$ cat config.mk
export PLATFORM = sky130hd
export DESIGN_NAME = dtr_ctrl
export DESIGN_NICKNAME = d
export VERILOG_FILES = /design/src/hdl/dtr_pkg.sv /design/src/hdl/dtr_ctrl.sv /design/src/hdl/dtr_trig_eng.sv
export SDC_FILE = /design/constraint.sdc
export NUM_CORES = 1
export LEC_CHECK = 0
export BUFFER_PORTS_ARGS = -buffer_cell sky130_fd_sc_hd__buf_2
export CAP_MARGIN = 10
export CORE_MARGIN = 2
export CORE_UTILIZATION = 55
export DETAILED_ROUTE_END_ITERATION = 10
export PLACE_DENSITY = 0.83
export SLEW_MARGIN = 5
export SYNTH_ARGS = -nofsm -noshare
export SYNTH_HDL_FRONTEND = slang
export SYNTH_HIERARCHICAL = 1
export SYNTH_SLANG_ARGS = --single-unit
$ cat constraint.sdc
create_clock -name clk_sys_i -period 4.6 [get_ports clk_sys_i]
set_input_delay 0.69 -clock clk_sys_i [delete_from_list [all_inputs] [get_ports clk_sys_i]]
set_output_delay 0.69 -clock clk_sys_i [all_outputs]
set_load 0.005 [all_outputs]
$ cat src/hdl/dtr_pkg.sv
/*
 * dtr_pkg: register map, field positions, reset values and state encoding
 * of the dual trigger / multiple-record controller.
 * Assumes a 32-bit classic Wishbone slave with byte addresses.
 */
package dtr_pkg;
	// ------------------------------------------------------------------
	// register byte offsets
	// ------------------------------------------------------------------
	localparam logic [7:0] OFS_CTRL   = 8'h00;
	localparam logic [7:0] OFS_ENG0   = 8'h04;
	localparam logic [7:0] OFS_ENG1   = 8'h08;
	localparam logic [7:0] OFS_SEGLEN = 8'h0C;
	localparam logic [7:0] OFS_STATUS = 8'h10;
	localparam logic [7:0] OFS_ISTAT  = 8'h14;
	localparam logic [7:0] OFS_IMASK  = 8'h18;
	localparam logic [7:0] OFS_SEGMAX = 8'h1C;
	localparam logic [7:0] OFS_PHASE  = 8'h20;

	// ------------------------------------------------------------------
	// control fields
	// ------------------------------------------------------------------
	localparam int CTRL_EN   = 0;
	localparam int CTRL_MREC = 1;
	localparam int CTRL_PRE  = 2;
	localparam int CTRL_DUAL = 3;
	localparam int CTRL_BDRV = 4;
	localparam int CTRL_BACC = 5;
	localparam int CTRL_W    = 6;

	// engine fields: source, slope, 12-bit level
	localparam int ENG_SRC_LSB = 0;
	localparam int ENG_SLOPE   = 2;
	localparam int ENG_LVL_LSB = 16;
	localparam int LVL_W       = 12;
	localparam int LVL_USED    = 8;
	localparam logic [1:0] SRC_A    = 2'h0;
	localparam logic [1:0] SRC_B    = 2'h1;
	localparam logic [1:0] SRC_EXT  = 2'h2;
	localparam logic [1:0] SRC_OFF  = 2'h3;

	// interrupt bits
	localparam int IRQ_TRIG = 0;
	localparam int IRQ_SEG  = 1;
	localparam int IRQ_DONE = 2;
	localparam int IRQ_W    = 3;

	// reset values
	localparam logic [31:0] ENG_RST    = 32'h0000_0003;
	localparam logic [15:0] SEGLEN_RST = 16'h0040;

	// segment timing
	localparam logic [15:0] PRE_SAMPLES = 16'h0014;
	localparam int          REARM_SGL   = 9;
	localparam int          REARM_DUAL  = 18;

	typedef enum logic [2:0] {
		ST_IDLE,
		ST_ARM,
		ST_SEARCH,
		ST_CAPTURE,
		ST_DONE
	} dtr_state_t;
endpackage

$ cat src/hdl/dtr_ctrl.sv
/*
 * dtr_ctrl: two ORed trigger engines, shared trigger bus and multiple-record
 * segment sequencer with Wishbone register file and interrupt.
 * Assumes ADC samples of both channels and the external trigger arrive on
 * clk_sys_i; the trigger bus is an asynchronous active-low open-drain line.
 */
// Behaviour
// - trigger is the OR of two engines, each with own source, level, slope.
// - same input, upper and lower limits: trigger outside the window.
// - different sources: first qualifying edge on either source triggers.
// - external trigger may be a source but its samples are never stored.
// - every card may drive the shared bus; all accept bus trigger.
// - any channel on any card can start acquisition system wide.
// - multiple-record stores one segment per trigger, back to back in memory.
// - multiple-record segments hold only post-trigger samples unless pre mode.
// - pre mode keeps exactly 20 pre-trigger samples; rest post-trigger.
// - after a segment the trigger re-arms by itself, no software action.
// - re-arm takes a fixed count of clocks; dual mode count differs.
// - an engine fires when its source crosses the level in set slope.
// - only the 8 upper bits of a level setting form the threshold.
`timescale 1ns/1ps
module dtr_ctrl #(
	parameter int DW         = 8,
	parameter int AW         = 16,
	parameter int MEM_DEPTH  = 65536,
	parameter int REARM_SGL  = dtr_pkg::REARM_SGL,
	parameter int REARM_DUAL = dtr_pkg::REARM_DUAL
) (
	input  wire logic            clk_sys_i,
	input  wire logic            rstn_i,
	input  wire logic            wb_cyc_i,
	input  wire logic            wb_stb_i,
	input  wire logic            wb_we_i,
	input  wire logic [7:0]      wb_adr_i,
	input  wire logic [3:0]      wb_sel_i,
	input  wire logic [31:0]     wb_dat_i,
	output logic      [31:0]     wb_dat_o,
	output logic                 wb_ack_o,
	input  wire logic [DW-1:0]   smp_a_i,
	input  wire logic [DW-1:0]   smp_b_i,
	input  wire logic [DW-1:0]   smp_ext_i,
	input  wire logic            trig_bus_n_i,
	output logic                 trig_bus_n_o,
	output logic                 trig_bus_oe_o,
	output logic                 mem_we_o,
	output logic      [AW-1:0]   mem_addr_o,
	output logic      [2*DW-1:0] mem_wdata_o,
	output logic                 irq_o
);
	// ------------------------------------------------------------------
	// registers and internal signals
	// ------------------------------------------------------------------
	localparam logic [AW:0] DEPTH_L = (AW+1)'(MEM_DEPTH);
	localparam logic [4:0]  RA_S    = 5'(REARM_SGL);
	localparam logic [4:0]  RA_D    = 5'(REARM_DUAL);

	logic [dtr_pkg::CTRL_W-1:0] ctrl_reg;
	logic [31:0]                eng0_reg;
	logic [31:0]                eng1_reg;
	logic [15:0]                seglen_reg;
	logic [15:0]                segmax_reg;
	logic [dtr_pkg::IRQ_W-1:0]  istat_reg;
	logic [dtr_pkg::IRQ_W-1:0]  imask_reg;
	logic [dtr_pkg::IRQ_W-1:0]  ievt;
	dtr_pkg::dtr_state_t        state_reg;
	logic [4:0]                 rearm_reg;
	logic [15:0]                fill_reg;
	logic [15:0]                ring_reg;
	logic [15:0]                cap_reg;
	logic [15:0]                phase_reg;
	logic [15:0]                segcnt_reg;
	logic [AW-1:0]              base_reg;
	logic                       en_q_reg;
	logic                       bus_s1_reg;
	logic                       bus_s2_reg;
	logic                       fire0;
	logic                       fire1;
	logic [DW-1:0]              src0;
	logic [DW-1:0]              src1;
	logic                       wr_hit;
	logic [31:0]                wmask;
	logic                       pre_en;
	logic [15:0]                seg_eff;
	logic [15:0]                post_len;
	logic                       fits_now;
	logic                       fits_next;
	logic                       ready;
	logic                       local_trig;
	logic                       trig_any;
	logic                       start;
	logic                       seg_end;
	logic                       more;
	logic                       pre_wr;
	logic [AW-1:0]              base_next;

	// ------------------------------------------------------------------
	// trigger engines and combination
	// ------------------------------------------------------------------
	function automatic logic [DW-1:0] pick(input logic [1:0] s, input logic [DW-1:0] a,
		input logic [DW-1:0] b, input logic [DW-1:0] e);
		pick = (s == dtr_pkg::SRC_A) ? a : (s == dtr_pkg::SRC_B) ? b : e;
	endfunction

	// source select per engine, external input allowed as a source
	assign src0 = pick(eng0_reg[1:0], smp_a_i, smp_b_i, smp_ext_i);
	assign src1 = pick(eng1_reg[1:0], smp_a_i, smp_b_i, smp_ext_i);

	dtr_trig_eng #(.DW(DW)) u_eng0 (
		.clk_sys_i    (clk_sys_i),
		.rstn_i       (rstn_i),
		.en_i         (eng0_reg[1:0] != dtr_pkg::SRC_OFF),
		.slope_fall_i (eng0_reg[dtr_pkg::ENG_SLOPE]),
		.level_i      (eng0_reg[dtr_pkg::ENG_LVL_LSB +: dtr_pkg::LVL_W]),
		.smp_i        (src0),
		.fire_o       (fire0)
	);
	dtr_trig_eng #(.DW(DW)) u_eng1 (
		.clk_sys_i    (clk_sys_i),
		.rstn_i       (rstn_i),
		.en_i         (eng1_reg[1:0] != dtr_pkg::SRC_OFF),
		.slope_fall_i (eng1_reg[dtr_pkg::ENG_SLOPE]),
		.level_i      (eng1_reg[dtr_pkg::ENG_LVL_LSB +: dtr_pkg::LVL_W]),
		.smp_i        (src1),
		.fire_o       (fire1)
	);

	// window and either-source triggering both fall out of the OR
	assign local_trig = fire0 | fire1;
	// bus trigger accepted from any card, including ourselves
	assign trig_any = local_trig | (ctrl_reg[dtr_pkg::CTRL_BACC] & ~bus_s2_reg);

	// trigger bus synchroniser
	always_ff @(posedge clk_sys_i or negedge rstn_i) begin
		if (!rstn_i) begin
			bus_s1_reg <= 1'b1;
			bus_s2_reg <= 1'b1;
		end else begin
			bus_s1_reg <= trig_bus_n_i;
			bus_s2_reg <= bus_s1_reg;
		end
	end

	// open-drain bus drive: pull low for one cycle per local trigger
	always_ff @(posedge clk_sys_i or negedge rstn_i) begin
		if (!rstn_i) begin
			trig_bus_n_o  <= 1'b0;
			trig_bus_oe_o <= 1'b0;
		end else begin
			trig_bus_n_o  <= 1'b0;
			trig_bus_oe_o <= local_trig & ctrl_reg[dtr_pkg::CTRL_BDRV];
		end
	end

	// ------------------------------------------------------------------
	// segment sequencer
	// ------------------------------------------------------------------
	assign pre_en   = ctrl_reg[dtr_pkg::CTRL_PRE];
	assign seg_eff  = (pre_en && seglen_reg <= dtr_pkg::PRE_SAMPLES) ?
		dtr_pkg::PRE_SAMPLES + 16'h0001 : (seglen_reg == 16'h0000) ? 16'h0001 : seglen_reg;
	assign post_len = pre_en ? seg_eff - dtr_pkg::PRE_SAMPLES : seg_eff;
	assign base_next = base_reg + seg_eff[AW-1:0];
	assign fits_now  = ({1'b0, base_reg} + (AW+1)'(seg_eff)) <= DEPTH_L;
	assign fits_next = ({1'b0, base_next} + (AW+1)'(seg_eff)) <= DEPTH_L;
	assign ready     = (rearm_reg == 5'h00) && (!pre_en || fill_reg == dtr_pkg::PRE_SAMPLES);
	assign start     = ctrl_reg[dtr_pkg::CTRL_EN] & ~en_q_reg;
	assign seg_end   = (state_reg == dtr_pkg::ST_CAPTURE) && (cap_reg == post_len - 16'h0001);
	assign more      = ctrl_reg[dtr_pkg::CTRL_MREC] && fits_next &&
		(segmax_reg == 16'h0000 || segcnt_reg + 16'h0001 < segmax_reg);
	assign pre_wr    = pre_en && (state_reg == dtr_pkg::ST_ARM || state_reg == dtr_pkg::ST_SEARCH);

	// state, counters and segment base
	always_ff @(posedge clk_sys_i or negedge rstn_i) begin
		if (!rstn_i) begin
			state_reg  <= dtr_pkg::ST_IDLE;
			rearm_reg  <= 5'h00;
			fill_reg   <= 16'h0000;
			ring_reg   <= 16'h0000;
			cap_reg    <= 16'h0000;
			phase_reg  <= 16'h0000;
			segcnt_reg <= 16'h0000;
			base_reg   <= '0;
			en_q_reg   <= 1'b0;
		end else begin
			en_q_reg <= ctrl_reg[dtr_pkg::CTRL_EN];
			if (pre_wr) begin
				ring_reg <= (ring_reg == dtr_pkg::PRE_SAMPLES - 16'h0001) ? 16'h0000
					: ring_reg + 16'h0001;
				if (fill_reg != dtr_pkg::PRE_SAMPLES)
					fill_reg <= fill_reg + 16'h0001;
			end
			if (!ctrl_reg[dtr_pkg::CTRL_EN]) begin
				state_reg <= dtr_pkg::ST_IDLE;
			end else begin
				unique case (state_reg)
					dtr_pkg::ST_IDLE: begin
						if (start) begin
							base_reg   <= '0;
							segcnt_reg <= 16'h0000;
							fill_reg   <= 16'h0000;
							ring_reg   <= 16'h0000;
							rearm_reg  <= ctrl_reg[dtr_pkg::CTRL_DUAL] ? RA_D : RA_S;
							state_reg  <= dtr_pkg::ST_ARM;
						end
					end
					dtr_pkg::ST_ARM: begin
						// triggers seen here are dropped
						if (rearm_reg == 5'h01 || rearm_reg == 5'h00) begin
							rearm_reg <= 5'h00;
							state_reg <= dtr_pkg::ST_SEARCH;
						end else begin
							rearm_reg <= rearm_reg - 5'h01;
						end
					end
					dtr_pkg::ST_SEARCH: begin
						if (trig_any && ready) begin
							cap_reg   <= 16'h0000;
							phase_reg <= ring_reg;
							state_reg <= dtr_pkg::ST_CAPTURE;
						end
					end
					dtr_pkg::ST_CAPTURE: begin
						// further triggers ignored until the segment ends
						cap_reg <= cap_reg + 16'h0001;
						if (seg_end) begin
							base_reg   <= base_next;
							segcnt_reg <= segcnt_reg + 16'h0001;
							fill_reg   <= 16'h0000;
							ring_reg   <= 16'h0000;
							rearm_reg  <= ctrl_reg[dtr_pkg::CTRL_DUAL] ? RA_D : RA_S;
							state_reg  <= more ? dtr_pkg::ST_ARM : dtr_pkg::ST_DONE;
						end
					end
					dtr_pkg::ST_DONE: begin
						state_reg <= dtr_pkg::ST_DONE;
					end
				endcase
			end
		end
	end

	// memory write port: channel samples only, never the external input
	always_ff @(posedge clk_sys_i or negedge rstn_i) begin
		if (!rstn_i) begin
			mem_we_o    <= 1'b0;
			mem_addr_o  <= '0;
			mem_wdata_o <= '0;
		end else begin
			mem_we_o    <= ctrl_reg[dtr_pkg::CTRL_EN] && fits_now &&
				(pre_wr || state_reg == dtr_pkg::ST_CAPTURE);
			mem_addr_o  <= (state_reg == dtr_pkg::ST_CAPTURE) ?
				base_reg + (pre_en ? dtr_pkg::PRE_SAMPLES[AW-1:0] : '0) + cap_reg[AW-1:0]
				: base_reg + ring_reg[AW-1:0];
			mem_wdata_o <= {smp_b_i, smp_a_i};
		end
	end

	// ------------------------------------------------------------------
	// Wishbone slave and interrupt
	// ------------------------------------------------------------------
	assign wr_hit = wb_cyc_i & wb_stb_i & wb_we_i & ~wb_ack_o;
	assign wmask  = {{8{wb_sel_i[3]}}, {8{wb_sel_i[2]}}, {8{wb_sel_i[1]}}, {8{wb_sel_i[0]}}};
	assign ievt   = {state_reg == dtr_pkg::ST_CAPTURE && seg_end && !more,
		seg_end, state_reg == dtr_pkg::ST_SEARCH && trig_any && ready};

	// writable registers with byte lanes
	always_ff @(posedge clk_sys_i or negedge rstn_i) begin
		if (!rstn_i) begin
			ctrl_reg   <= '0;
			eng0_reg   <= dtr_pkg::ENG_RST;
			eng1_reg   <= dtr_pkg::ENG_RST;
			seglen_reg <= dtr_pkg::SEGLEN_RST;
			segmax_reg <= 16'h0000;
			imask_reg  <= '0;
		end else if (wr_hit) begin
			unique case (wb_adr_i)
				dtr_pkg::OFS_CTRL:
					ctrl_reg <= (ctrl_reg & ~wmask[dtr_pkg::CTRL_W-1:0]) |
						(wb_dat_i[dtr_pkg::CTRL_W-1:0] & wmask[dtr_pkg::CTRL_W-1:0]);
				dtr_pkg::OFS_ENG0:   eng0_reg <= (eng0_reg & ~wmask) | (wb_dat_i & wmask);
				dtr_pkg::OFS_ENG1:   eng1_reg <= (eng1_reg & ~wmask) | (wb_dat_i & wmask);
				dtr_pkg::OFS_SEGLEN:
					seglen_reg <= (seglen_reg & ~wmask[15:0]) | (wb_dat_i[15:0] & wmask[15:0]);
				dtr_pkg::OFS_SEGMAX:
					segmax_reg <= (segmax_reg & ~wmask[15:0]) | (wb_dat_i[15:0] & wmask[15:0]);
				dtr_pkg::OFS_IMASK:
					imask_reg <= (imask_reg & ~wmask[dtr_pkg::IRQ_W-1:0]) |
						(wb_dat_i[dtr_pkg::IRQ_W-1:0] & wmask[dtr_pkg::IRQ_W-1:0]);
				default: ;
			endcase
		end
	end

	// sticky status, write one to clear, a new event wins over the clear
	always_ff @(posedge clk_sys_i or negedge rstn_i) begin
		if (!rstn_i) begin
			istat_reg <= '0;
			irq_o     <= 1'b0;
		end else begin
			if (wr_hit && wb_adr_i == dtr_pkg::OFS_ISTAT && wb_sel_i[0])
				istat_reg <= (istat_reg & ~wb_dat_i[dtr_pkg::IRQ_W-1:0]) | ievt;
			else
				istat_reg <= istat_reg | ievt;
			irq_o <= |(istat_reg & imask_reg);
		end
	end

	// single-wait ack and registered read data; unmapped reads zero
	always_ff @(posedge clk_sys_i or negedge rstn_i) begin
		if (!rstn_i) begin
			wb_ack_o <= 1'b0;
			wb_dat_o <= 32'h0000_0000;
		end else begin
			wb_ack_o <= wb_cyc_i & wb_stb_i & ~wb_ack_o;
			unique case (wb_adr_i)
				dtr_pkg::OFS_CTRL:   wb_dat_o <= 32'(ctrl_reg);
				dtr_pkg::OFS_ENG0:   wb_dat_o <= eng0_reg;
				dtr_pkg::OFS_ENG1:   wb_dat_o <= eng1_reg;
				dtr_pkg::OFS_SEGLEN: wb_dat_o <= {16'h0000, seglen_reg};
				dtr_pkg::OFS_STATUS: wb_dat_o <= {13'h0000, state_reg, segcnt_reg};
				dtr_pkg::OFS_ISTAT:  wb_dat_o <= 32'(istat_reg);
				dtr_pkg::OFS_IMASK:  wb_dat_o <= 32'(imask_reg);
				dtr_pkg::OFS_SEGMAX: wb_dat_o <= {16'h0000, segmax_reg};
				dtr_pkg::OFS_PHASE:  wb_dat_o <= {16'h0000, phase_reg};
				default:             wb_dat_o <= 32'h0000_0000;
			endcase
		end
	end
endmodule

$ cat src/hdl/dtr_trig_eng.sv
/*
 * dtr_trig_eng: one level/slope trigger engine on a sample stream.
 * Assumes samples arrive one per clock in the clock domain of clk_sys_i.
 */
`timescale 1ns/1ps
module dtr_trig_eng #(
	parameter int DW = 8
) (
	input  wire logic                     clk_sys_i,
	input  wire logic                     rstn_i,
	input  wire logic                     en_i,
	input  wire logic                     slope_fall_i,
	input  wire logic [dtr_pkg::LVL_W-1:0] level_i,
	input  wire logic [DW-1:0]            smp_i,
	output logic                          fire_o
);
	logic above;
	logic above_reg;

	// only the upper bits of the level reach the threshold
	assign above = smp_i[DW-1 -: dtr_pkg::LVL_USED] >
		level_i[dtr_pkg::LVL_W-1 -: dtr_pkg::LVL_USED];

	// crossing detector, one pulse per qualifying edge
	always_ff @(posedge clk_sys_i or negedge rstn_i) begin
		if (!rstn_i) begin
			above_reg <= 1'b0;
			fire_o    <= 1'b0;
		end else begin
			above_reg <= above;
			fire_o    <= en_i & (slope_fall_i ? (above_reg & ~above)
				: (~above_reg & above));
		end
	end
endmodule

==> impl.org, run 1 <==
** Synth
- The number of nets in the synthesized netlist is 2056.
- The synthesized design contains 0 enable-type register cells.
- Largest cells by area after synthesis :: dfrtp_1, ha_1, mux2_2
- The synthesized design contains 287 register bits.
- Sequential-to-total area share from yosys stat :: 40.21%
- The share of synthesized area in the top cell type comes to 39.18%.
- Warnings, synthesis :: 6
- Of all flip-flops after synthesis, the portion carrying an async set or reset was 100.0%.
- Synthesis produced 1864 cells.
- The synthesized design spends more area on one cell type than any other, namely dfrtp_1.
- Most instantiated cells after synthesis :: dfrtp_1, nand2_1, nor2_1
- Post-Synthesis Mean Instance Area :: 9.595 µm²
- Most frequently used flop master after synthesis :: dfrtp_1
- Among all cell types in the netlist, the one instantiated most often is dfrtp_1.
- After synthesis, the netlist uses 92 different library cells.
- Summing every instance area after synthesis gives 17880 µm².

** Layout
- Multi-input combinational cell area :: 10420 µm²
- Area Growth Syn to Fin :: 22.13%
- Sequential cell area in the final layout :: 7191 µm²
- Number of filler cells placed in the layout :: 2452
- After the last flow step, the layout net total stands at 2338.
- Layout cell share with drive strength beyond 1 :: 27.36%
- The finished cells cover 21840 µm².

** Route
- Drt wl/cell :: 21.41 µm
- First-pass detailed-route iteration total :: 8
- The final layout contains routed wiring with a total length of 55950 µm.
- After detailed routing, the number of remaining DRC violations is 0.
- Dividing the detail-routed via count by the number of cells gives 6.218.
- In this run, the number of DRC markers left after iteration 0 of detailed routing was 1545.
- The count of nets left with antenna violations once routing finished came out at 0.
- Routed vias :: 16250

** Placement
- Detailed placement finished with a half-perimeter wire length of 41880 µm.
- Number of buffers added on ports :: 141
- In this run the cell area measured after placement is 20140 µm².
- RD Place Congestion :: 1.064

** Power
- Highest ir drop seen on vdd :: 0.3150 mV
- Summed over all cells, the static leakage comes to 10.86 nW.
- In this run the power density over the cells is 261.0 nW/µm².
- Overall power consumption :: 0.005700 W

** Timing
- The worst path uses 103.3% of the clock period.
- Timing would allow up to 0.2104 GHz.
- Final critical path time including I/O delays and setup :: 4.753 ns
- Unrepaired setup endpoints after global routing :: true
- The number of pins exceeding their max-slew limit in the final report came to 0.
- The number of hold violations in the final report is 0.
- Headroom to the max-slew limit came out at 33.02%.
- After layout, the worst setup slack is -0.1528 ns.
- Setup violations remaining at the end of the flow were counted as 3.
- For the pin with the worst max-slew slack, the measured transition is 1.005 ns.
- The clock arrives with 0.02578 ns of skew.

** Clock network
- CTS sink cnt :: 287
- The root buffer cell chosen for the clock tree is clkbuf_16.
- In this run, CTS created clock tree buffers numbering 31.
- After clock tree synthesis, the flow added hold-fix buffers numbering 0.
- After clock tree synthesis, the clock-pin slew on the worst setup and hold paths is 0.07 ns.
- TritonCTS clock tree :: done
- Clock Path Buffers :: 3
- Clock latency at the later pin of the worst-skew pair :: 0.60 ns
- In this run the number of H-tree levels came out at 1.

** Die
- Effective utilization at floorplan :: 55.39%
- Floorplan Core Area :: 32290 µm²
- Die Outline Area :: 33980 µm²
- Number of top-level pins :: 143
- Die height :: 184.3 µm
- Die X :: 184.3 µm
- Standard-cell rows :: 66

** Critical path
- Class of the most critical setup path :: reg -> reg
- Required time of the critical path :: 5.07 ns
- Worst-path fanout max :: 5
- Data arrival time of the worst path :: 5.22 ns
- The critical path contains buffers and inverters numbering 3 combined.
- Cell chain of the critical path :: nor4_2 -> buf_4 -> buf_6 -> nand4_1 -> o211ai_1 -> ha_2 -> o21ai_1 -> a211o_1 -> nand2_1 -> a31oi_4 -> o31ai_2 -> xor2_1 -> ha_1 -> buf_4 -> a221oi_1 -> o311ai_1 -> nor3_2 -> nand3_1 -> nor4_2 -> o21ai_2 -> nand3_2 -> a21boi_2
- Highest-delay cell along the critical path :: dfrtp_1
- Slowest stage delay, CP :: 0.39 ns
- Cell type group with the largest total delay on the critical path :: compound AO/OA/AOI/OAI gates
- CP Launch Type :: register
- The worst setup path is captured at a register.

** Global routing
- The via count of the first global-routing pass was 16070.
- Pin count of the biggest net entering global routing :: 117
- The number of antenna violations at the first check in global routing came to 1.
- Global routing consumed, over all layers together, 32.43% of the routing resources.
- The first global-routing pass estimated 86520 µm of wire.
- Total global routing overflow :: 0

** Status
- The run finished, with violations left.
- Failing checks :: setup timing

** Job
- Across the run, the number of max-cap violations was 0.

** Hold path
- The worst hold path belongs to the class in -> async.
[final timing paths]
kind	from	to	slack, ns	cells past startpoint
setup / recovery	register	state_reg[2]	-0.15	22
hold / removal	rstn_i	fill_reg[13]	0.12	1
setup reg to reg	register	state_reg[2]	-0.15	22
hold reg to reg	bus_s1_reg	bus_s2_reg	0.36	0
max in group asynchronous	rstn_i	asynchronous set/reset pin	3.37	2
min in group clk_sys_i	trig_bus_n_i	bus_s1_reg	0.21	1
[metrics by stage]
step	cells	setup TNS [ns]	util (%)	hold slack (ns)	setup WS (ns)
3_5_place_dp	2536	-1.081	62.38	0.3516	-0.3993
6_report	2614	-0.4318	67.65	0.1228	-0.1528
4_1_cts	2603	-0.2552	66.52	0.1969	-0.1005
5_1_grt	2613	-2.141	67.64	0.2051	-0.3112
2_1_floorplan	1864	0	-	0.3452	0.002031
3_3_place_gp	2536	-0.9028	62.38	0.3481	-0.3245
[worst reg2reg max path: stages (launching register included)]
cell and delay [ns]:
dfrtp_1 0.39, nor4_2 0.30, buf_4 0.19, buf_6 0.13
nand4_1 0.14, o211ai_1 0.18, ha_2 0.30, o21ai_1 0.07
a211o_1 0.28, nand2_1 0.12, a31oi_4 0.12, o31ai_2 0.23
xor2_1 0.29, ha_1 0.30, buf_4 0.16, a221oi_1 0.26
o311ai_1 0.19, nor3_2 0.23, nand3_1 0.11, nor4_2 0.27
o21ai_2 0.18, nand3_2 0.14, a21boi_2 0.06
[where the power goes]
group | switching, W | total, W | internal, W
registers | 0.0000134 | 0.00256 | 0.00255
logic | 0.000231 | 0.000385 | 0.000153
clock network | 0.00109 | 0.00276 | 0.00167
total | 0.00133 | 0.00570 | 0.00437
[final cells by class]
cell class | count | area share [%]
Multi-Input combinational cell | 1399 | 47.69
Clock inverter | 14 | 1.020
Tap cell | 442 | 2.532
Sequential cell | 287 | 32.92
Antenna cell | 1 | 0.01146
Clock buffer | 44 | 4.187
Inverter | 97 | 1.667
Timing Repair Buffer | 330 | 9.973
[metal layers]
metal | vias up | track usage (%) | share of wire [%]
li1 | 7367 | - | -
met1 | 7976 | 41.43 | 40
met2 | 748 | 53.43 | 47
met3 | 163 | 5.157 | 7.1
met4 | 0 | 16.45 | 5.3
met5 | - | 0 | 0
[placed cells by master, fill, tap and decap left out, drive strengths merged, types with 11 or more instances in the layout]
| cell type | n |
|---|---|
| o31ai | 12 |
| dfrtp | 280 |
| a21oi | 80 |
| a22o | 37 |
| a22oi | 42 |
| mux2i | 28 |
| ha | 113 |
| nand2 | 175 |
| and3 | 31 |
| mux2 | 107 |
| o21a | 11 |
| nor3 | 43 |
| xor2 | 50 |
| nor4 | 15 |
| clkbuf | 44 |
| o21ai | 82 |
| buf | 330 |
| and2 | 12 |
| o211ai | 26 |
| nor2 | 137 |
| nand2b | 21 |
| or3 | 13 |
| a21o | 21 |
| inv | 98 |
| nor2b | 15 |
| nand3 | 82 |
| nand4 | 24 |
| xnor2 | 61 |
[what timing repair did]
action | CTS | global route
gates cloned | 0 | 0
resized for setup | 26 | 59
pin swaps | 24 | 34
setup endpoints to repair | 10 | 73
setup buffers | 9 | 10
[cell families (layout without fill, tap and decap cells)]
group / after synthesis / in the layout / synth area share (%)
simple gates: 608 / 608 / 16.78
flops: 287 / 287 / 40.21
xor+xnor: 111 / 111 / 5.436
fa+ha+maj: 119 / 119 / 8.521
mux: 135 / 135 / 8.325
compound gates: 425 / 425 / 16.79
other cells: 1 / 2 / 0.02097
buf+inv: 178 / 485 / 3.925
No activity file was read; power rests on OpenSTA's default activity.
==> run 2, diff against run 1 <==
--- a/config.mk
+++ b/config.mk
@@ -8,9 +8,10 @@
 export BUFFER_PORTS_ARGS = -buffer_cell sky130_fd_sc_hd__buf_2
 export CAP_MARGIN = 10
 export CORE_MARGIN = 2
-export CORE_UTILIZATION = 55
+export CORE_UTILIZATION = 57
+export CTS_BUF_LIST = sky130_fd_sc_hd__clkbuf_8
 export DETAILED_ROUTE_END_ITERATION = 10
-export PLACE_DENSITY = 0.83
+export PLACE_DENSITY = 0.85
 export SLEW_MARGIN = 5
 export SYNTH_ARGS = -nofsm -noshare
 export SYNTH_HDL_FRONTEND = slang
==> constraint.sdc (replaced) <==
create_clock -name clk_sys_i -period 4.6 [get_ports clk_sys_i]
set_input_delay 0.23 -clock clk_sys_i [delete_from_list [all_inputs] [get_ports clk_sys_i]]
set_output_delay 0.23 -clock clk_sys_i [all_outputs]
set_load 0.005 [all_outputs]
==> run 2 against run 1 <==
Net effect:
- the flow still finishes with violations (setup timing)
- sequential cell count unchanged
- power decreased by 6.0%
- setup slack improved by 0.016 ns
- clock power decreased by 14%
- wire length increased by 4.1%
- critical endpoint unchanged
- largest cell class unchanged
- largest power group is now registers
- highest routed layer unchanged
==> impl.org, run 2 (synthesis gave the netlist of run 1 again) <==
** Critical path
- The maximum net fanout on the critical path is 6 (+1).
- The count of cells along the worst register-to-register path was 21 (-4.5%).
- Data arrival time of the worst path :: 5.22 ns (about the same)
- CP Launch Type :: register
- The internal reg-to-reg setup slack was -0.14 ns (+0.02 ns).
- The endpoint required time on the critical path came to 5.09 ns (+0.02 ns).
- STA classifies the critical path endpoint as a register.
- Class of the most critical setup path :: reg -> reg

** Timing
- The worst setup margin came to -0.1369 ns (+0.01588 ns).
- The final setup violation count is 3 (unchanged).
- The number of hold violations in the final report came to 0 (unchanged).
- The slew at the pin with the worst max-slew slack is 1.038 ns (+0.03295 ns).
- Slew margin rel. :: 30.09% (-2.9 points)
- The fmax was 0.2111 GHz (+0.34%).
- Final critical path time including I/O delays and setup :: 4.737 ns (-0.01588 ns)
- Clock tree skew after final layout :: 0.03464 ns (+0.008866 ns)
- The hold slack was 0.2553 ns (+0.1325 ns).
- Final total negative setup slack :: -0.3839 ns (+0.04786 ns)
- Unrepaired setup endpoints after global routing :: true
- The number of pins exceeding their max-slew limit in the final report came to 0 (unchanged).
- Share of the cycle needed by the critical path after routing :: 103.0% (-0.35 points)

** Global routing
- The number of antenna violations at the first check in global routing came to 3 (+2).
- The first-pass GRT wire length came to 91160 µm (+5.4%).
- The total track usage is 35.09% (+2.7 points).
- The via count of the first global-routing pass came to 16710 (+4.0%).
- The pin count of the biggest net entering global routing came to 122 (+4.3%).
- The global-route congestion overflow total was 0 (unchanged).

** Power
- Net load switching power :: 0.001369 W (+2.8%)
- Highest ir drop seen on vdd :: 0.2291 mV (-27%)
- The power density over the cells was 241.7 nW/µm² (-7.4%).
- Internal :: 0.003987 W (-8.7%)
- The total power was 0.005356 W (-6.0%).
- Combinational group share of total power :: 8.0% (+1.2 points)
- Clock share of power :: 44.2% (-4.1 points)
- The switching portion of total power is 25.56% (+2.2 points).
- The sequential cell fraction of total power is 47.8% (+2.9 points).
- Cell leakage power :: 11.09 nW (+2.2%)

** Clock network
- The clock-pin slew on the worst setup and hold paths came to 0.07 ns (about the same).
- TritonCTS clock tree :: done
- Clock Path Buffers :: 3 (unchanged)
- Max H-tree Level :: 2 (+1)
- The TritonCTS sink count was 287 (unchanged).
- Clock latency at the later pin of the worst-skew pair :: 0.62 ns (+0.02 ns)
- The tree is rooted in a clkbuf_8.
- Number of buffers added by the clock tree synthesis step :: 48 (+55%)

** Status
- Failing checks :: setup timing
- Run status :: finished with violations

** Route
- The total number of vias is 16770 (+3.2%).
- The number of DRC violations after detailed-routing iteration 0 is 1751 (+13%).
- First-pass detailed-route iteration total :: 6 (-2)
- DRT antenna net count :: 0 (unchanged)
- The total detailed-routing wirelength came to 58230 µm (+4.1%).
- Routed via count divided by cell count :: 6.303 (+1.4%)
- Count of unresolved DRC violations after routing :: 0 (unchanged)
- The average wire per cell in the routed design came to 21.89 µm (+2.3%).

** Layout
- Most frequent cells in the layout :: dfrtp_1, buf_4, nand2_1
- Layout cell share with drive strength beyond 1 :: 27.12% (-0.24 points)
- From synthesis to final layout, the design area changed by 23.93%.
- Leaving out fill and tap cells, the most frequent cell in the layout is dfrtp_1.
- Count of nets after finishing :: 2416 (+3.3%)
- Post-layout util :: 72.08% (+4.4 points)

** Die
- Die height :: 181.1 µm (-1.7%)
- The die area is 32810 µm² (-3.4%).
- The I/O pin total came to 143 (unchanged).
- The width of the chip came to 181.1 µm (-1.7%).
- Effective utilization at floorplan :: 58.16% (+2.8 points)
- Standard-cell rows :: 64 (-3.0%)
- The placeable core region came to 30750 µm² (-4.8%).

** Hold path
- Min-Delay Path Class :: in -> reg
- The worst hold path passes through 5 cells.

** Placement
- The global placement routability congestion came to 1.019 (-4.2%).
- Worst setup slack before clock tree synthesis :: -0.5191 ns (-0.1199 ns)
- The number of buffer cells added on primary ports came to 141 (unchanged).
- The half-perimeter wire length after detailed placement is 41550 µm (-0.78%).

** Job
- Max-cap viol count :: 0 (unchanged)
run 2: final timing paths:
kind,start,endpoint
setup reg to reg,register,state_reg[2]
hold / removal,wb_adr_i[2],istat_reg[0]
max in group asynchronous,rstn_i,phase_reg[10]
min in group asynchronous,rstn_i,fill_reg[12]
hold reg to reg,bus_s1_reg,bus_s2_reg
setup / recovery,register,state_reg[2]
run 2: timing repair:
action,CTS,global route
hold endpoints to repair,239,0
pin swaps,25,38
buffers inserted,8,12
gates resized for setup,24,47
cloned,0,0
setup endpoints to repair,60,72
hold buffers,52,0
run 2: power groups by stage:
stage	combinational, W	sequential [W]	clock (W)
after floorplan	0.000161	0.00260	0
after global placement	0.000350	0.00260	0
after detailed placement	0.000362	0.00260	0
after CTS	0.000413	0.00256	0.00236
after global routing	0.000467	0.00256	0.00250
final	0.000428	0.00256	0.00237
run 2: routing by layer:
| metal | vias up | track usage, % | routed length [µm] |
|---|---|---|---|
| met3 | 236 | 6.511 | 4650 |
| li1 | 7520 | - | - |
| met4 | 0 | 18.70 | 3347 |
| met2 | 841 | 57.44 | 27420 |
| met1 | 8170 | 44.33 | 22810 |
| met5 | - | 0 | 0 |
run 2: layout make-up:
type                    count  area [µm²]
multi-input cells        1399       10350
fillers                  2216        8586
flip-flops and latches    287        7191
repair buffers            391        2763
clock buffers              61       839.6
well taps                 396       495.5
inverters                  97       364.1
clock inverters            25       147.6
diodes                      4       10.01
run 2: worst max-delay path, cell delays in order (launching register included):
cell	delay [ns]
dfrtp_1	0.40
buf_4	0.17
or4_1	0.57
o41ai_2	0.39
buf_4	0.18
nor2b_2	0.23
a21oi_1	0.11
o21ai_0	0.20
nor3b_2	0.25
nor2_2	0.09
ha_2	0.19
or3_4	0.33
or2_2	0.30
o221ai_4	0.18
mux2i_1	0.11
a21oi_1	0.12
nand3_1	0.13
nor4_2	0.24
o21ai_1	0.10
buf_4	0.17
nand3_2	0.08
a21boi_1	0.06
run 2: stage by stage:
step / instance area (µm²) / std cells
after floorplan: 17910 / 1864
after global placement: 20150 / 2498
after detailed placement: 20150 / 2498
after CTS: 21840 / 2644
after global routing: 22160 / 2659
final: 22160 / 2660
==> run 3, diff against run 2 <==
--- a/config.mk
+++ b/config.mk
@@ -12,6 +12,7 @@
 export CTS_BUF_LIST = sky130_fd_sc_hd__clkbuf_8
 export DETAILED_ROUTE_END_ITERATION = 10
 export PLACE_DENSITY = 0.85
+export SKIP_LAST_GASP = 1
 export SLEW_MARGIN = 5
 export SYNTH_ARGS = -nofsm -noshare
 export SYNTH_HDL_FRONTEND = slang
==> constraint.sdc (replaced) <==
create_clock -name clk_sys_i -period 4 [get_ports clk_sys_i]
set_input_delay 0.2 -clock clk_sys_i [delete_from_list [all_inputs] [get_ports clk_sys_i]]
set_output_delay 0.2 -clock clk_sys_i [all_outputs]
set_load 0.005 [all_outputs]
==> run 3 against run 2 <==
Net effect:
- count of clock-buffer cells in the layout is 3 higher
- power rose by 16%
- final cell count grew 2.0%
- the flow still finishes with violations (setup timing)
- wire length is 8.9% higher
- design area increased by 3.2%
- setup slack worse by 0.50 ns
- sequential cell count did not move
- largest cell class unchanged
- largest power group unchanged
- first-iteration DRC count increased by 14%
- combinational power up 28%
- register-to-register slack lost 0.50 ns
- clock skew is 0.014 ns lower
- non-clock buffer count rose by 56
==> impl.org, run 3 (synthesis gave the netlist of run 1 again) <==
** Status
- The flow ran to the end, but the final reports show violations.
- The checks that failed: setup timing.

** Critical path
- CP Launch Type :: register
- The maximum net fanout on the critical path came to 5 (-1).
- The endpoint identified for the worst register-to-register timing path is istat_reg[2].
- The endpoint required time on the critical path was 4.47 ns (-0.62 ns).
- STA classifies the critical path endpoint as a register.
- The internal reg-to-reg setup slack was -0.64 ns (-0.50 ns).
- Data arrival time of the worst path :: 5.11 ns (-0.11 ns)
- By startpoint and endpoint, the worst setup path is classified as reg -> reg.
- The count of cells along the worst register-to-register path is 23 (+9.5%).

** Layout
- Most common cell after layout, fill and taps aside :: dfrtp_1
- The area growth from synthesis to layout is 27.89%.
- Number of inserted diodes :: 0 (-4)
- Most frequent cells in the layout :: dfrtp_1, buf_4, nand2_1
- The number of nets in the layout was 2473 (+2.4%).
- Non-Filler Cell Area, Final :: 22870 µm² (+3.2%)
- The share of cells above drive strength 1 was 29.94% (+2.8 points).
- The filler cell count was 2091 (-5.6%).

** Job
- Max-cap viol count :: 0 (unchanged)

** Timing
- Final critical path time including I/O delays and setup :: 4.641 ns (-0.09577 ns)
- The number of pins exceeding their max-slew limit in the final report is 0 (unchanged).
- Share of the cycle needed by the critical path after routing :: 116.0% (+13 points)
- The worst-case clock skew was 0.02109 ns (-0.01355 ns).
- The fmax is 0.2155 GHz (+2.1%).
- The setup TNS was -21.28 ns (-20.90 ns).
- The worst setup margin was -0.6411 ns (-0.5042 ns).
- Unrepaired setup endpoints after global routing :: true
- Final number of setup-violating endpoints :: 74 (+71)
- The number of hold violations in the final report is 0 (unchanged).
- The slew at the pin with the worst max-slew slack came to 1.188 ns (+0.1499 ns).
- The headroom to the max-slew limit was 20.64% (-9.5 points).

** Clock network
- Reg clk slew, reported paths :: 0.08 ns (about the same)
- Clock Path Buffers :: 3 (unchanged)
- The TritonCTS sink count was 287 (unchanged).
- Clock tree synthesis selected as its root buffer the cell clkbuf_8.
- TritonCTS built the clock tree.
- The number of buffers created by CTS was 49 (+2.1%).
- Clock latency at the later pin of the worst-skew pair :: 0.60 ns (-0.02 ns)
- The number of H-tree levels came to 2 (unchanged).

** Global routing
- The global-route congestion overflow total came to 0 (unchanged).
- The total track usage is 37.72% (+2.6 points).
- The via count of the first global-routing pass was 17730 (+6.1%).
- Wire length of the first global-routing pass :: 97370 µm (+6.8%)
- The number of antenna violations at the first check in global routing was 1 (-2).
- The pin count of the biggest net entering global routing came to 123 (+0.82%).

** Die
- Number of top-level pins :: 143 (unchanged)
- Die X :: 181.1 µm (unchanged)
- Die height :: 181.1 µm (unchanged)
- The initial core utilization is 58.16% (unchanged).
- The count of standard-cell rows is 64 (unchanged).
- Floorplan Core Area :: 30750 µm² (unchanged)
- The die area came to 32810 µm² (unchanged).

** Route
- The total detailed-routing wirelength came to 63420 µm (+8.9%).
- Routed via count divided by cell count :: 6.429 (+2.0%)
- Starting DRT DRC Count :: 1994 (+14%)
- Routed vias :: 17450 (+4.1%)
- Count of unresolved DRC violations after routing :: 0 (unchanged)
- DRT antenna net count :: 0 (unchanged)
- Drt wl/cell :: 23.37 µm (+6.8%)
- First-pass detailed-route iteration total :: 6 (unchanged)

** Placement
- The pre-CTS setup slack is -0.8742 ns (-0.3550 ns).
- The global placement routability congestion came to 0.9632 (-5.5%).
- The number of buffer cells added on primary ports is 141 (unchanged).
- The instance area at placement was 20590 µm² (+2.2%).
- Placed wire-length estimate :: 42970 µm (+3.4%)

** Hold path
- Worst hold path endpoint :: wb_dat_o[25]
- The tightest min-delay check is of the in -> reg type.
- Number of instances on the worst hold path :: 4 (-1)
- The startpoint identified for the worst hold timing path is wb_adr_i[3].

** Power
- Power density of the placed cells :: 271.8 nW/µm² (+12%)
- The total power came to 0.006218 W (+16%).
- The total leakage power is 11.52 nW (+3.8%).
- Highest ir drop seen on vdd :: 0.2697 mV (+18%)
==> run 3: cell types whose count changed in the layout (fill, tap and decap cells not counted), moves of 4 or more <==
cell | before | now
buf_6 | 2 | 10
clkinv_2 | 9 | 4
diode_2 | 4 | 0
buf_12 | 2 | 6
inv_1 | 107 | 112
buf_4 | 193 | 235
nor2_1 | 133 | 129
==> run 3: report_power, final <==
part / switching [W] / total [W] / internal (W) / leakage [nW]
registers: 0.0000180 / 0.00295 / 0.00293 / 3.93
logic: 0.000300 / 0.000547 / 0.000247 / 7.01
clock network: 0.00130 / 0.00272 / 0.00143 / 0.583
==> run 3: what timing repair did <==
item                                    4_1_cts  5_1_grt
endpoints found under the setup margin       75       77
buffers inserted                             17        9
resized for setup                            54       54
endpoints found under the hold margin       234        0
hold buffers                                 52        0
cloned                                        4        1
pin swaps                                    26       39
==> run 3: routing by layer <==
| metal | GRT usage (%) | vias to the layer above | wire (µm) |
|---|---|---|---|
| li1 | - | 7613 | - |
| met1 | 46.25 | 8484 | 23990 |
| met2 | 61.85 | 1057 | 30140 |
| met3 | 8.325 | 292 | 5548 |
| met4 | 21.14 | 2 | 3728 |
| met5 | 0 | - | 10 |
==> run 3: worst max-delay path: stages, from the launching register on <==
cell and delay (ns):
dfrtp_2 0.44, nor4_4 0.24, buf_4 0.19, nand3_4 0.09, o211ai_1 0.29, ha_2 0.29, o21ai_2 0.06, a211o_1 0.27
nand2_1 0.09, a31oi_1 0.11, buf_4 0.17, xnor2_1 0.14, ha_1 0.20, or3_1 0.38, or2_2 0.31, o221ai_4 0.19
mux2i_1 0.11, a21oi_1 0.17, nand3_1 0.10, nor4_1 0.25, o21ai_1 0.11, buf_4 0.18, nand3_2 0.08, nand2_1 0.05
==> run 3: worst max path at each step <==
stage,start,end,cells after the start
floorplan,register,state_reg[2],23
global placement,register,state_reg[2],22
detailed placement,register,state_reg[2],22
CTS,register,istat_reg[2],23
global route,register,state_reg[2],23
finish,register,istat_reg[2],23
==> run 3: through the flow <==
stage / hold slack [ns] / utilization (%) / instances
final: 0.1957 / 74.38 / 2714
after detailed placement: 0.3112 / 66.95 / 2543
after CTS: 0.1383 / 73.21 / 2704
after floorplan: -0.09559 / - / 1864
after global placement: 0.3086 / 66.95 / 2543
after global routing: 0.2035 / 74.38 / 2714
==> run 3: cell type report <==
cell class                      instances  area [µm²]  share of cell area (%)
Multi-Input combinational cell       1399       10530                   46.05
Clock inverter                         24       102.6                  0.4486
Clock buffer                           64       880.8                   3.851
Tap cell                              396       495.5                   2.166
Inverter                               97       364.1                   1.592
Timing Repair Buffer                  447        3306                   14.45
Sequential cell                       287        7192                   31.44
